**src/hdl/dimm_pkg.sv**
```systemverilog
package dimm_pkg;

  // ==========================================================
  // Geometry
  localparam int DQ_W = 64;
  localparam int BYTES = 8;
  localparam int ADDR_W = 16;
  localparam int BANK_W = 3;
  localparam int NBANK = 8;
  localparam int AP_BIT = 10;
  localparam int MEM_AW = 5;
  localparam int CL_DEF = 5;
  localparam int WL_DEF = 5;

  // ==========================================================
  // Command codes {row strobe, column strobe, write enable}
  localparam logic [2:0] CMD_MRS = 3'h0;
  localparam logic [2:0] CMD_REF = 3'h1;
  localparam logic [2:0] CMD_PRE = 3'h2;
  localparam logic [2:0] CMD_ACT = 3'h3;
  localparam logic [2:0] CMD_WR = 3'h4;
  localparam logic [2:0] CMD_RD = 3'h5;
  localparam logic [2:0] MR1_BANK = 3'h1;
  localparam logic [15:0] MR_ODT_MASK = 16'h0244;
  localparam logic [3:0] CNT_ONE = 4'h1;
  localparam logic [3:0] BIT_LAST = 4'h8;

  // ==========================================================
  // Register map
  localparam logic [7:0] REG_STATUS = 8'h00;
  localparam logic [7:0] REG_MODE = 8'h04;
  localparam logic [7:0] REG_TEMP = 8'h08;
  localparam logic [7:0] REG_CRIT = 8'h0c;
  localparam logic [7:0] REG_SPD = 8'h10;
  localparam logic [7:0] REG_ID = 8'h14;
  localparam logic [1:0] RESP_OKAY = 2'h0;
  localparam logic [1:0] RESP_SLVERR = 2'h2;
  // Arbitrary identification value
  localparam logic [31:0] ID_DEF = 32'h0000_5a01;
  localparam logic [7:0] CRIT_DEF = 8'h50;
  localparam logic [7:0] SPD_DEF = 8'h00;
  localparam logic [3:0] SPD_DEV = 4'ha;

  // ==========================================================
  // Types
  typedef struct packed {
    logic ck_t;
    logic ck_c;
    logic [1:0] gate;
    logic [1:0] sel_n;
    logic [1:0] term;
    logic [2:0] cmd;
    logic [BANK_W-1:0] bank;
    logic [ADDR_W-1:0] addr;
    logic [BYTES-1:0] mask;
    logic [DQ_W-1:0] dq;
    logic [BYTES-1:0] strobe;
    logic reset_n;
    logic scl;
    logic sda;
    logic [2:0] strap;
  } pin_in_t;

  typedef enum {SP_IDLE, SP_ADDR, SP_AACK, SP_TX, SP_RACK} spd_state_t;

endpackage
```
**src/hdl/dimm_pin_if.sv**
```systemverilog
module dimm_pin_if
  import dimm_pkg::*;
#(
  parameter int RANKS = 2,
  parameter int CL = CL_DEF,
  parameter int WL = WL_DEF,
  parameter logic [31:0] ID_VALUE = ID_DEF
) (
  input wire logic aclk,
  input wire logic aresetn,
  input wire logic awvalid,
  output logic awready,
  input wire logic [7:0] awaddr,
  input wire logic wvalid,
  output logic wready,
  input wire logic [31:0] wdata,
  input wire logic [3:0] wstrb,
  output logic bvalid,
  input wire logic bready,
  output logic [1:0] bresp,
  input wire logic arvalid,
  output logic arready,
  input wire logic [7:0] araddr,
  output logic rvalid,
  input wire logic rready,
  output logic [31:0] rdata,
  output logic [1:0] rresp,
  input wire logic ck_t,
  input wire logic ck_c,
  input wire logic [1:0] rank_clk_gate,
  input wire logic [1:0] rank_select_n,
  input wire logic [1:0] term_ctrl,
  input wire logic row_strobe_n,
  input wire logic col_strobe_n,
  input wire logic write_en_n,
  input wire logic [BANK_W-1:0] bank_sel,
  input wire logic [ADDR_W-1:0] addr,
  input wire logic [BYTES-1:0] write_byte_mask,
  input wire logic [DQ_W-1:0] dq_i,
  output logic [DQ_W-1:0] dq_o,
  output logic [DQ_W-1:0] dq_oe,
  input wire logic [BYTES-1:0] byte_data_strobe_i,
  output logic [BYTES-1:0] byte_data_strobe_o,
  output logic [BYTES-1:0] byte_data_strobe_c_o,
  output logic [BYTES-1:0] byte_data_strobe_oe,
  output logic [1:0] term_active,
  input wire logic dram_reset_n,
  input wire logic scl,
  input wire logic sda_i,
  output logic sda_o,
  output logic sda_oe,
  input wire logic [2:0] serial_addr_strap,
  output logic temp_alert_n
);

  localparam logic [1:0] RANK_EN = (RANKS > 1) ? 2'b11 : 2'b01;

  // ==========================================================
  // Pin synchronisers and edge detection
  pin_in_t pin_in, s1_r, s2_r;
  logic ck_prev_r, scl_prev_r, sda_prev_r;
  logic [BYTES-1:0] strobe_prev_r;

  assign pin_in = {ck_t, ck_c, rank_clk_gate, rank_select_n, term_ctrl, row_strobe_n, col_strobe_n, write_en_n,
                   bank_sel, addr, write_byte_mask, dq_i, byte_data_strobe_i, dram_reset_n, scl, sda_i,
                   serial_addr_strap};

  always_ff @(posedge aclk) begin
    if (!aresetn) begin
      s1_r <= '0;
      s2_r <= '0;
      ck_prev_r <= 1'b0;
      scl_prev_r <= 1'b0;
      sda_prev_r <= 1'b0;
      strobe_prev_r <= '0;
    end else begin
      s1_r <= pin_in;
      s2_r <= s1_r;
      ck_prev_r <= s2_r.ck_t;
      scl_prev_r <= s2_r.scl;
      sda_prev_r <= s2_r.sda;
      strobe_prev_r <= s2_r.strobe;
    end
  end

  logic ck_rise, ck_fall, mem_rst, rank_of;
  logic [1:0] take;
  logic [2:0] cmd;
  logic [MEM_AW-1:0] cur_idx;
  logic [NBANK-1:0] open_r [2];
  logic [ADDR_W-1:0] row_r [2][NBANK];

  assign ck_rise = s2_r.ck_t & ~ck_prev_r & ~s2_r.ck_c;
  assign ck_fall = ~s2_r.ck_t & ck_prev_r;
  assign mem_rst = ~s2_r.reset_n;
  assign take = {2{ck_rise}} & s2_r.gate & ~s2_r.sel_n & RANK_EN;
  assign cmd = s2_r.cmd;
  assign rank_of = ~take[0] & take[1];
  assign cur_idx = {rank_of, s2_r.bank[1:0], row_r[rank_of][s2_r.bank][0], s2_r.addr[0]};

  // ==========================================================
  // Write path: lanes captured on their own strobe rise
  logic [3:0] wr_cnt_r;
  logic [MEM_AW-1:0] wr_idx_r;
  logic wr_ap_r, wr_rank_r, wr_commit;
  logic [BANK_W-1:0] wr_bank_r;
  logic [DQ_W-1:0] wr_data_r;
  logic [BYTES-1:0] wr_mask_r;
  logic [DQ_W-1:0] mem_r [1 << MEM_AW];

  assign wr_commit = ck_rise && wr_cnt_r == CNT_ONE;

  always_ff @(posedge aclk) begin
    if (!aresetn || mem_rst) begin
      wr_cnt_r <= '0;
      wr_idx_r <= '0;
      wr_ap_r <= 1'b0;
      wr_rank_r <= 1'b0;
      wr_bank_r <= '0;
      wr_data_r <= '0;
      wr_mask_r <= '0;
    end else begin
      if (|take && cmd == CMD_WR) begin
        wr_cnt_r <= 4'(WL + 1);
        wr_idx_r <= cur_idx;
        wr_ap_r <= s2_r.addr[AP_BIT];
        wr_rank_r <= rank_of;
        wr_bank_r <= s2_r.bank;
      end else if (ck_rise && wr_cnt_r != '0) begin
        wr_cnt_r <= wr_cnt_r - CNT_ONE;
      end
      for (int b = 0; b < BYTES; b++) begin
        if (wr_cnt_r != '0 && s2_r.strobe[b] && !strobe_prev_r[b]) begin
          wr_data_r[8*b +: 8] <= s2_r.dq[8*b +: 8];
          wr_mask_r[b] <= s2_r.mask[b];
        end
      end
    end
  end

  always_ff @(posedge aclk) begin
    if (wr_commit) begin
      for (int b = 0; b < BYTES; b++) begin
        if (!wr_mask_r[b]) begin
          mem_r[wr_idx_r][8*b +: 8] <= wr_data_r[8*b +: 8];
        end
      end
    end
  end

  // ==========================================================
  // Read path, launched on incoming clock edges
  logic [3:0] rd_cnt_r;
  logic [MEM_AW-1:0] rd_idx_r;
  logic rd_ap_r, rd_rank_r, rd_launch, rd_drive_r, dqs_r;
  logic [BANK_W-1:0] rd_bank_r;
  logic [DQ_W-1:0] dq_o_r, rd_word;

  assign rd_launch = ck_rise && rd_cnt_r == CNT_ONE;
  assign rd_word = mem_r[rd_idx_r];

  always_ff @(posedge aclk) begin
    if (!aresetn || mem_rst) begin
      rd_cnt_r <= '0;
      rd_idx_r <= '0;
      rd_ap_r <= 1'b0;
      rd_rank_r <= 1'b0;
      rd_bank_r <= '0;
      rd_drive_r <= 1'b0;
      dqs_r <= 1'b0;
      dq_o_r <= '0;
    end else begin
      if (|take && cmd == CMD_RD) begin
        rd_cnt_r <= 4'(CL);
        rd_idx_r <= cur_idx;
        rd_ap_r <= s2_r.addr[AP_BIT];
        rd_rank_r <= rank_of;
        rd_bank_r <= s2_r.bank;
      end else if (ck_rise && rd_cnt_r != '0) begin
        rd_cnt_r <= rd_cnt_r - CNT_ONE;
      end
      if (rd_launch) begin
        dq_o_r <= rd_word;
        rd_drive_r <= 1'b1;
        dqs_r <= 1'b1;
      end else if (ck_rise) begin
        rd_drive_r <= 1'b0;
        dqs_r <= 1'b0;
      end else if (ck_fall) begin
        dqs_r <= 1'b0;
      end
    end
  end

  assign dq_o = dq_o_r;
  assign dq_oe = {DQ_W{rd_drive_r}};
  assign byte_data_strobe_o = {BYTES{dqs_r}};
  assign byte_data_strobe_c_o = {BYTES{~dqs_r}};
  assign byte_data_strobe_oe = {BYTES{rd_drive_r}};

  // ==========================================================
  // Bank state
  always_ff @(posedge aclk) begin
    if (!aresetn || mem_rst) begin
      open_r[0] <= '0;
      open_r[1] <= '0;
    end else begin
      for (int r = 0; r < 2; r++) begin
        if (take[r] && cmd == CMD_ACT) begin
          open_r[r][s2_r.bank] <= 1'b1;
        end else if (take[r] && cmd == CMD_PRE) begin
          if (s2_r.addr[AP_BIT]) begin
            open_r[r] <= '0;
          end else begin
            open_r[r][s2_r.bank] <= 1'b0;
          end
        end
      end
      if (wr_commit && wr_ap_r) begin
        open_r[wr_rank_r][wr_bank_r] <= 1'b0;
      end
      if (rd_launch && rd_ap_r) begin
        open_r[rd_rank_r][rd_bank_r] <= 1'b0;
      end
    end
  end

  always_ff @(posedge aclk) begin
    for (int r = 0; r < 2; r++) begin
      if (take[r] && cmd == CMD_ACT) begin
        row_r[r][s2_r.bank] <= s2_r.addr;
      end
    end
  end

  // ==========================================================
  // Mode register, termination and power state
  logic [ADDR_W-1:0] mode_r;
  logic odt_en;
  logic [1:0] term_r, gate_q_r, sr_r, pd;

  assign odt_en = |(mode_r & MR_ODT_MASK);
  assign pd = ~gate_q_r & RANK_EN & ~sr_r;

  always_ff @(posedge aclk) begin
    if (!aresetn || mem_rst) begin
      mode_r <= '0;
    end else if (take[0] && cmd == CMD_MRS && s2_r.bank == MR1_BANK) begin
      mode_r <= s2_r.addr;
    end
  end

  always_ff @(posedge aclk) begin
    if (!aresetn) begin
      term_r <= '0;
    end else begin
      term_r <= s2_r.term & RANK_EN & {2{odt_en}};
    end
  end
  assign term_active = term_r;

  always_ff @(posedge aclk) begin
    if (!aresetn || mem_rst) begin
      gate_q_r <= '0;
      sr_r <= '0;
    end else if (ck_rise) begin
      gate_q_r <= s2_r.gate;
      for (int r = 0; r < 2; r++) begin
        if (s2_r.gate[r]) begin
          sr_r[r] <= 1'b0;
        end else if (gate_q_r[r] && !s2_r.sel_n[r] && cmd == CMD_REF && RANK_EN[r]) begin
          sr_r[r] <= 1'b1;
        end
      end
    end
  end

  // ==========================================================
  // Temperature alert and presence-detect byte
  logic [7:0] temp_r, crit_r, spd_byte_r;
  logic alert_n_r;

  always_ff @(posedge aclk) begin
    if (!aresetn) begin
      alert_n_r <= 1'b1;
    end else begin
      alert_n_r <= ~(temp_r >= crit_r);
    end
  end
  assign temp_alert_n = alert_n_r;

  spd_state_t spd_st;
  logic [3:0] spd_cnt_r;
  logic [7:0] spd_sh_r;
  logic spd_rw_r, sda_oe_r, spd_start, spd_stop, scl_rise, scl_fall;

  assign spd_start = s2_r.scl && scl_prev_r && sda_prev_r && !s2_r.sda;
  assign spd_stop = s2_r.scl && scl_prev_r && !sda_prev_r && s2_r.sda;
  assign scl_rise = s2_r.scl && !scl_prev_r;
  assign scl_fall = !s2_r.scl && scl_prev_r;

  always_ff @(posedge aclk) begin
    if (!aresetn) begin
      spd_st <= SP_IDLE;
      spd_cnt_r <= '0;
      spd_sh_r <= '0;
      spd_rw_r <= 1'b0;
      sda_oe_r <= 1'b0;
    end else if (spd_start) begin
      spd_st <= SP_ADDR;
      spd_cnt_r <= '0;
      sda_oe_r <= 1'b0;
    end else if (spd_stop) begin
      spd_st <= SP_IDLE;
      sda_oe_r <= 1'b0;
    end else begin
      unique case (spd_st)
        SP_IDLE: begin
        end
        SP_ADDR: begin
          if (scl_rise) begin
            spd_sh_r <= {spd_sh_r[6:0], s2_r.sda};
            spd_cnt_r <= spd_cnt_r + CNT_ONE;
          end else if (scl_fall && spd_cnt_r == BIT_LAST) begin
            if (spd_sh_r[7:1] == {SPD_DEV, s2_r.strap}) begin
              spd_st <= SP_AACK;
              sda_oe_r <= 1'b1;
              spd_rw_r <= spd_sh_r[0];
            end else begin
              spd_st <= SP_IDLE;
            end
          end
        end
        SP_AACK, SP_RACK: begin
          if (scl_rise && spd_st == SP_RACK && s2_r.sda) begin
            spd_st <= SP_IDLE;
          end else if (scl_fall) begin
            if (spd_rw_r) begin
              spd_st <= SP_TX;
              spd_sh_r <= spd_byte_r;
              sda_oe_r <= ~spd_byte_r[7];
              spd_cnt_r <= '0;
            end else begin
              spd_st <= SP_IDLE;
              sda_oe_r <= 1'b0;
            end
          end
        end
        SP_TX: begin
          if (scl_rise) begin
            spd_cnt_r <= spd_cnt_r + CNT_ONE;
          end else if (scl_fall) begin
            if (spd_cnt_r == BIT_LAST) begin
              spd_st <= SP_RACK;
              sda_oe_r <= 1'b0;
            end else begin
              spd_sh_r <= {spd_sh_r[6:0], 1'b0};
              sda_oe_r <= ~spd_sh_r[6];
            end
          end
        end
        default: spd_st <= SP_IDLE;
      endcase
    end
  end
  assign sda_o = 1'b0;
  assign sda_oe = sda_oe_r;

  // ==========================================================
  // AXI4-Lite slave
  logic aw_hold_r, w_hold_r, bvalid_r, rvalid_r, wr_en, rmux_err;
  logic [7:0] awaddr_r;
  logic [31:0] wdata_r, rdata_r, rmux_data;
  logic [3:0] wstrb_r;
  logic [1:0] bresp_r, rresp_r;

  assign awready = ~aw_hold_r & ~bvalid_r;
  assign wready = ~w_hold_r & ~bvalid_r;
  assign wr_en = aw_hold_r & w_hold_r & ~bvalid_r;
  assign bvalid = bvalid_r;
  assign bresp = bresp_r;
  assign arready = ~rvalid_r;
  assign rvalid = rvalid_r;
  assign rdata = rdata_r;
  assign rresp = rresp_r;

  always_ff @(posedge aclk) begin
    if (!aresetn) begin
      aw_hold_r <= 1'b0;
      w_hold_r <= 1'b0;
      awaddr_r <= '0;
      wdata_r <= '0;
      wstrb_r <= '0;
      bvalid_r <= 1'b0;
      bresp_r <= RESP_OKAY;
      temp_r <= '0;
      crit_r <= CRIT_DEF;
      spd_byte_r <= SPD_DEF;
    end else begin
      if (awvalid && awready) begin
        aw_hold_r <= 1'b1;
        awaddr_r <= awaddr;
      end
      if (wvalid && wready) begin
        w_hold_r <= 1'b1;
        wdata_r <= wdata;
        wstrb_r <= wstrb;
      end
      if (wr_en) begin
        aw_hold_r <= 1'b0;
        w_hold_r <= 1'b0;
        bvalid_r <= 1'b1;
        bresp_r <= RESP_OKAY;
        case (awaddr_r)
          REG_TEMP: if (wstrb_r[0]) temp_r <= wdata_r[7:0];
          REG_CRIT: if (wstrb_r[0]) crit_r <= wdata_r[7:0];
          REG_SPD: if (wstrb_r[0]) spd_byte_r <= wdata_r[7:0];
          REG_STATUS, REG_MODE, REG_ID: begin
          end
          default: bresp_r <= RESP_SLVERR;
        endcase
      end else if (bvalid_r && bready) begin
        bvalid_r <= 1'b0;
      end
    end
  end

  always_comb begin
    rmux_data = '0;
    rmux_err = 1'b0;
    case (araddr)
      REG_STATUS: rmux_data = {12'h000, sr_r, pd, open_r[1], open_r[0]};
      REG_MODE: rmux_data = {16'h0000, mode_r};
      REG_TEMP: rmux_data = {24'h000000, temp_r};
      REG_CRIT: rmux_data = {24'h000000, crit_r};
      REG_SPD: rmux_data = {24'h000000, spd_byte_r};
      REG_ID: rmux_data = ID_VALUE;
      default: rmux_err = 1'b1;
    endcase
  end

  always_ff @(posedge aclk) begin
    if (!aresetn) begin
      rvalid_r <= 1'b0;
      rdata_r <= '0;
      rresp_r <= RESP_OKAY;
    end else if (arvalid && arready) begin
      rvalid_r <= 1'b1;
      rdata_r <= rmux_data;
      rresp_r <= rmux_err ? RESP_SLVERR : RESP_OKAY;
    end else if (rvalid_r && rready) begin
      rvalid_r <= 1'b0;
    end
  end

  logic [7:0] lane0;
  assign lane0 = mem_r[wr_idx_r][7:0];
endmodule

```
**config.mk**
```make
export PLATFORM = sky130hd
export DESIGN_NAME = dimm_pin_if
export DESIGN_NICKNAME = d
export VERILOG_FILES = /design/src/hdl/dimm_pkg.sv /design/src/hdl/dimm_pin_if.sv
export SDC_FILE = /design/constraint.sdc
export NUM_CORES = 2
export LEC_CHECK = 0
export ABC_AREA = 1
export BUFFER_PORTS_ARGS = -buffer_cell sky130_fd_sc_hd__buf_4
export CORE_UTILIZATION = 35
export CTS_CLUSTER_DIAMETER = 150
export DETAILED_ROUTE_END_ITERATION = 6
export PLACE_DENSITY_LB_ADDON = 0.05
export SETUP_SLACK_MARGIN = 0.02
export SYNTH_ARGS = -nofsm -noshare
export SYNTH_HDL_FRONTEND = slang
export SYNTH_SLANG_ARGS = --single-unit
export TNS_END_PERCENT = 10
```
**constraint.sdc**
```tcl
create_clock -name aclk -period 4 [get_ports aclk]
set_clock_uncertainty 0.15 [all_clocks]
set_input_delay 0.4 -clock aclk [delete_from_list [all_inputs] [get_ports aclk]]
set_output_delay 0.4 -clock aclk [all_outputs]
set_load 0.02 [all_outputs]
```
## Word-level counts from Yosys, hierarchy flattened

Memories as Yosys holds them, arrays and structs flattened. A register that Yosys moved wholly into a read port is not among the register bits.
Index checks and enable logic that the tools add are counted.

| storage, ports and cells | value |
|---|---|
| bits in latches | 0 |
| memory bits (writable) | 2320 |
| memories kept | 3 |
| bits of input ports | 175 |
| bits in read-only memories | 0 |
| bits in registers | 495 |
| word-level logic and storage cells | 510 |

Memories:

| name | words | bits a word | rd ports | clocked after Yosys merged registers in | wr ports | RTL line | source |
|---|---|---|---|---|---|---|---|
| mem_r | 32 | 64 | 1 | 1 | 1 | dimm_pin_if.sv:109 | `logic [DQ_W-1:0] mem_r [1 << MEM_AW];` |
| row_r | 2 | 128 | 1 | 0 | 2 | dimm_pin_if.sv:91 | `logic [ADDR_W-1:0] row_r [2][NBANK];` |
| open_r | 2 | 8 | 2 | 0 | 4 | dimm_pin_if.sv:90 | `logic [NBANK-1:0] open_r [2];` |

| cells by class | value |
|---|---|
| multiplexer cells | 172 |
| add/sub/neg operators | 3 |
| bitwise operators | 82 |
| multipliers | 0 |
| div/mod/pow operators | 0 |
| reduce and logical (&&, ||, !) cells | 107 |
| equality and inequality tests | 45 |
| order comparisons | 9 |
| shift operators | 0 |

Operators by type and width:

| cell | number |
|---|---|
| $mux W128 | 2 |
| $mux W32 | 7 |
| $pmux W32 S4 | 1 |
| $mux W1 | 127 |
| $pmux W20 S6 | 1 |
| $mux W8 | 13 |
| $eq A32 B2 Y1 const B | 2 |
| $logic_and A1 B1 Y1 | 53 |
| $bmux W16 S3 | 1 |
| $demux W16 S3 | 1 |
| $or A1 B1 Y1 | 48 |
| $eq A32 B1 Y1 const B | 1 |
| $eq A32 B3 Y1 const B | 1 |
| $eq A32 B4 Y1 const B | 1 |
| $eq A8 B4 Y1 const B | 4 |
| $eq A8 B5 Y1 const B | 4 |
| $logic_not A32 Y1 | 1 |
| $pmux W8 S3 | 1 |
| $ne A2 B2 Y1 const B | 11 |
| $ne A4 B4 Y1 const B | 5 |
| $not A1 Y1 | 18 |
| $eq A8 B3 Y1 const B | 2 |
| $logic_not A8 Y1 | 2 |
| $mux W16 | 1 |
| 41 further kinds | 110 |

## Longest topological paths before layout

| depth | value |
|---|---|
| word-level depth | 12 |
| gate-level depth with buffers | 15 |
| depth with buffers taken out | 12 |

## Worst setup path after synthesis

Ideal clock, no wire load.

| timing path | value |
|---|---|
| path type | flip-flop to output port |
| start | register rd_drive_r |
| end | output byte_data_strobe_oe[0] |
| data required time | 3.450 ns |
| stages on the path, launching flop included | 2 |
| slack | 1.670 ns |
| buffers on the path | 1 |
| arrival time | 1.780 ns |
| cells stage by stage | dfxtp_1 buf_4 |

RTL lines:

| element | RTL line | source |
|---|---|---|
| start: declaration | dimm_pin_if.sv:155 | `logic rd_ap_r, rd_rank_r, rd_launch, rd_drive_r, dqs_r;` |
| start signal: assignment | dimm_pin_if.sv:169 | `rd_drive_r <= 1'b0;` |
| start signal: assignment | dimm_pin_if.sv:184 | `rd_drive_r <= 1'b1;` |
| start signal: assignment | dimm_pin_if.sv:187 | `rd_drive_r <= 1'b0;` |
| end: declaration | dimm_pin_if.sv:45 | `output logic [BYTES-1:0] byte_data_strobe_oe,` |

No word-level cell between the ends.

## Worst setup path after layout

| timing path | value |
|---|---|
| start | register s2_r[115] (netlist bit) |
| end | memory mem_r[26][30] (enable) |

| on the way | value |
|---|---|
| cells in the longest elaborated chain, start to end | 5 |

RTL lines:

| element | RTL line | source |
|---|---|---|
| start: declaration | dimm_pin_if.sv:60 | `pin_in_t pin_in, s1_r, s2_r;` |
| start signal: assignment | dimm_pin_if.sv:78 | `s2_r <= s1_r;` |
| $and A1 B1 Y1 (2 in a row) | dimm_pin_if.sv:93 | `assign ck_rise = s2_r.ck_t & ~ck_prev_r & ~s2_r.ck_c;` |
| $logic_and A1 B1 Y1 | dimm_pin_if.sv:111 | `assign wr_commit = ck_rise && wr_cnt_r == CNT_ONE;` |
| $mux W1 | dimm_pin_if.sv:142 | `if (wr_commit) begin` |
| $mux W1 (implied by the code) | dimm_pin_if.sv:145 | `mem_r[wr_idx_r][8*b +: 8] <= wr_data_r[8*b +: 8];` |
| end: declaration | dimm_pin_if.sv:109 |  |

Every way passes these cells.

==> impl_metrics.env <==
export IMPL_status="completed"
export IMPL_die_h_um=541
export IMPL_leakage_nw=42.7
export IMPL_grt_pass1_vias=66500
export IMPL_crit_fanout=32
export IMPL_grt_start_max_net_pins=172
export IMPL_drv_cap=0
export IMPL_whs_path_depth=4
export IMPL_power_switching_mw=11.6
export IMPL_slowest_stage="or2_2"
export IMPL_synth_edf_count=2064
export IMPL_ctsResizeCount=0
export IMPL_crit_chain="inv_2 -> nor3_2 -> nand2_1 -> buf_4 -> or2_2 -> nor2_1 -> buf_4"
export IMPL_startpoint_type="register"
export IMPL_gp_congestion=0.794
export IMPL_tns_ns=0
export IMPL_cts_buffers_inserted=296
export IMPL_swShare_pct=20.7
export IMPL_grt_first_pass_wirelength_um=461000
export IMPL_num_vias=68900
export IMPL_r2r_start="s2_r[115]"
export IMPL_clock_fmax_mhz=309
export IMPL_async_reset_ff_share_pct=0
export IMPL_place_area_mm2=0.110
export IMPL_root_buffer="clkbuf_16"
export IMPL_slew_violations=0
export IMPL_fin_area_mm2=0.122
export IMPL_slowest_delay_ns=0.65
export IMPL_cp_arrival_ns=3.66
export IMPL_syn_avg_cell_area_um2=11.2
export IMPL_drcViolationCount=0
export IMPL_totalWireLength_um=320000
export IMPL_ys_warn_count=0
export IMPL_dp_slack_ns=0.751
export IMPL_viasPerCell=4.97
export IMPL_rsz0062_at_grt="false"
export IMPL_clk_latency_ns=0.91
export IMPL_worstHoldStart="addr[4]"
export IMPL_required_ns=4.42
export IMPL_drt_iter0_markers=5589
export IMPL_clk_pin_slew_ns=0.05
export IMPL_dpl_hpwl_um=192000
export IMPL_grt_ovfl_total=0
export IMPL_die_area_mm2=0.293
export IMPL_wl_per_cell_um=23.1
export IMPL_pwr_share_clk_pct=46.8
export IMPL_core_area_mm2=0.289
export IMPL_crit_type="register to register"
export IMPL_initial_core_util_pct=35.3
export IMPL_ys_flop_type="edfxtp_1"
export IMPL_die_x_um=541
export IMPL_clock_sinks=2590
export IMPL_antenna_found_initial=15
export IMPL_end_kind="register"
export IMPL_pwr_share_seq_pct=51.6
export IMPL_reg2regPathDepth=7
export IMPL_critical_path_top_delay_family="simple AND/OR/NAND/NOR gates"
export IMPL_ys_types=49
export IMPL_netlist_instances=9064
export IMPL_whs_endpoint="s1_r[90]"
export IMPL_r2r_slack_ns=0.76
export IMPL_r2r_end="mem_r[26][30]"
export IMPL_hold_path_class="primary input to register"
export IMPL_path_common_cell="buf_4"
export IMPL_ys_seq_area_share_pct=71.2
export IMPL_grt_use_total_pct=21.4
export IMPL_ir_worst_vdd_mv=0.284
export IMPL_io_pins=373
export IMPL_h_tree_depth=5
export IMPL_tritoncts="yes"
export IMPL_antenna_left=0
export IMPL_first_pass_iters=6
export IMPL_synth_area_mm2=0.102
export IMPL_powerDensity_mw_per_mm2=461
export IMPL_ys_ff_latch=2590
export IMPL_row_count=197
export IMPL_fin_crit_sh_pct=81.0
export IMPL_port_buffer_count=330
export IMPL_syn2layout_area_growth_pct=19.3
export IMPL_setup_slack_ns=0.762
export IMPL_critPathBufInv=3
export IMPL_period_needed_ns=3.24
export IMPL_max_slew_margin_rel_pct=15.5
export IMPL_combPwrFrac_pct=1.6
export IMPL_hold_viol=0
export IMPL_cts_buffer_depth=4
export IMPL_power_internal_mw=44.5
export IMPL_tightest_slew_ns=1.27
export IMPL_setup_viol=0
export IMPL_drive_gt1_share_pct=13.1
export IMPL_fin_nets=9921
stage by stage:
stage               total power, mW  std cells  util, %  hold WS (ns)
floorplan                      29.9       9078        -         0.240
global placement               30.2      13100     38.2         0.247
detailed placement             30.2      13100     38.2         0.247
CTS                            56.8      13900     42.1       0.00115
global route                   57.9      13900     42.1        0.0623
finish                         56.1      13900     42.1        0.0689
area by class of cell:
class                      count  area [µm²]
fill                       27600      167000
inverter                     559        2140
sequential                  2590       72500
clock inverter               127        1130
multi-input combinational   5268       24000
timing repair buffer        1015        8670
tap                         3880        4850
clock buffer                 411        8200
antenna                       10        25.0
cells by family (layout without fill, tap and decap cells):
family	count (synthesis)	count (layout)	share of synthesized area (%)
adder cells (fa/ha/maj)	16	16	0.197
flip-flops	2590	2590	71.2
other	1	25	0.00368
AND/OR/NAND/NOR	3451	3451	13.8
buffers and inverters	1220	2112	5.32
XOR/XNOR	8	8	0.0688
AO/OA/AOI/OAI	1778	1778	9.37
registers in the layout, summed over array words and instances (netlist names), 4 cells and up:
register and cells:
s2_r 110, spd_byte_r 8, rdata 20, mem_r 2048, awaddr_r 8, crit_r 8
temp_r 8, dq_o 64, spd_sh_r 8, wdata_r 8, wr_idx_r 5, wr_mask_r 8
wr_data_r 64, strobe_prev_r 8, rd_cnt_r 4, s1_r 116, rd_idx_r 5, row_r 16
open_r 16, wr_cnt_r 4, mode_r 16, spd_cnt_r 4
power groups by stage:
stage	clock network [mW]	registers, mW	logic [mW]
5_1_grt	28.0	28.9	1.01
3_3_place_gp	0	29.5	0.753
6_report	26.3	28.9	0.894
3_5_place_dp	0	29.5	0.759
4_1_cts	27.0	28.9	0.904
2_1_floorplan	0	29.5	0.470
how the worst max path moves through the flow:
stage | from | to | slack (ns) | depth (start not counted)
final | s2_r[115] | mem_r[26][30] | 0.76 | 7
after global routing | wr_idx_r[4] | mem_r[26][10] | 0.60 | 6
after CTS | s2_r[115] | mem_r[30][56] | 0.75 | 7
after detailed placement | s2_r[115] | mem_r[30][57] | 0.75 | 7
after global placement | s2_r[115] | mem_r[30][57] | 0.74 | 7
after floorplan | rd_drive_r | byte_data_strobe_oe[0] | 1.67 | 1
synthesized netlist by cell type (7+ instances only):
master	count	area [µm²]
a31oi_1	8	50.1
o21ai_0	840	4200
a21oi_1	194	971
nor3_1	34	170
nand2_1	1208	4530
nor3_4	7	114
edfxtp_1	2064	62000
buf_4	154	1160
buf_1	32	120
a211oi_1	9	67.6
inv_1	531	1990
ha_1	16	200
o22ai_1	450	2820
o21ai_1	260	1300
inv_2	19	71.3
nand3_1	642	3210
clkinv_1	8	30.0
buf_6	10	113
buf_2	139	696
nor2_1	1502	5640
clkbuf_1	325	1220
xor2_1	7	61.3
nand4_1	22	138
or2_2	7	43.8
dfxtp_1	526	10500
cells in the final DEF (no fill, tap or decap), types with 4 or more instances in the layout:
cell type,count
edfxtp_1,2064
o211ai_1,6
nor2_1,1502
inv_1,530
conb_1,15
nand2_1,1207
a211oi_1,9
nor3_4,7
clkbuf_1,87
nand4_1,22
ha_1,16
or2_2,7
inv_2,16
clkinv_2,40
buf_4,788
nand3b_1,6
bufinv_16,13
a21oi_1,194
dfxtp_2,5
xor2_1,7
clkinvlp_4,5
dlygate4sd3_1,178
nor3_2,6
a31oi_1,8
diode_2,10
dfxtp_1,516
clkinv_1,53
nand3_1,642
o22ai_1,450
nor2_2,4
inv_6,10
o21ai_0,840
clkbuf_8,19
dfxtp_4,5
nor3_1,34
buf_12,48
clkbuf_16,304
clkinv_8,6
inv_16,5
o21ai_1,260
layer usage:
layer	share of wire [%]	vias to the layer above	global-route usage, %	wire length [µm]
li1	-	32900	-	-
met1	46	33900	29.8	146000
met2	46	1802	34.1	148000
met3	6.2	368	4.11	19700
met4	2.2	2	5.25	6990
met5	0.0025	-	0	8
worst min-delay path, delay by kind of cell:
family | cells | cell delay (ns)
buffers and inverters | 3 | 0.65
AND/OR/NAND/NOR | 1 | 0.04
what timing repair did:
item                       in CTS  in global routing
setup buffers                   0                  0
hold buffers                  178                  0
hold endpoints to repair      175                  0
setup endpoints to repair       0                  0
Note: power is estimated with default switching activity, not from simulation.
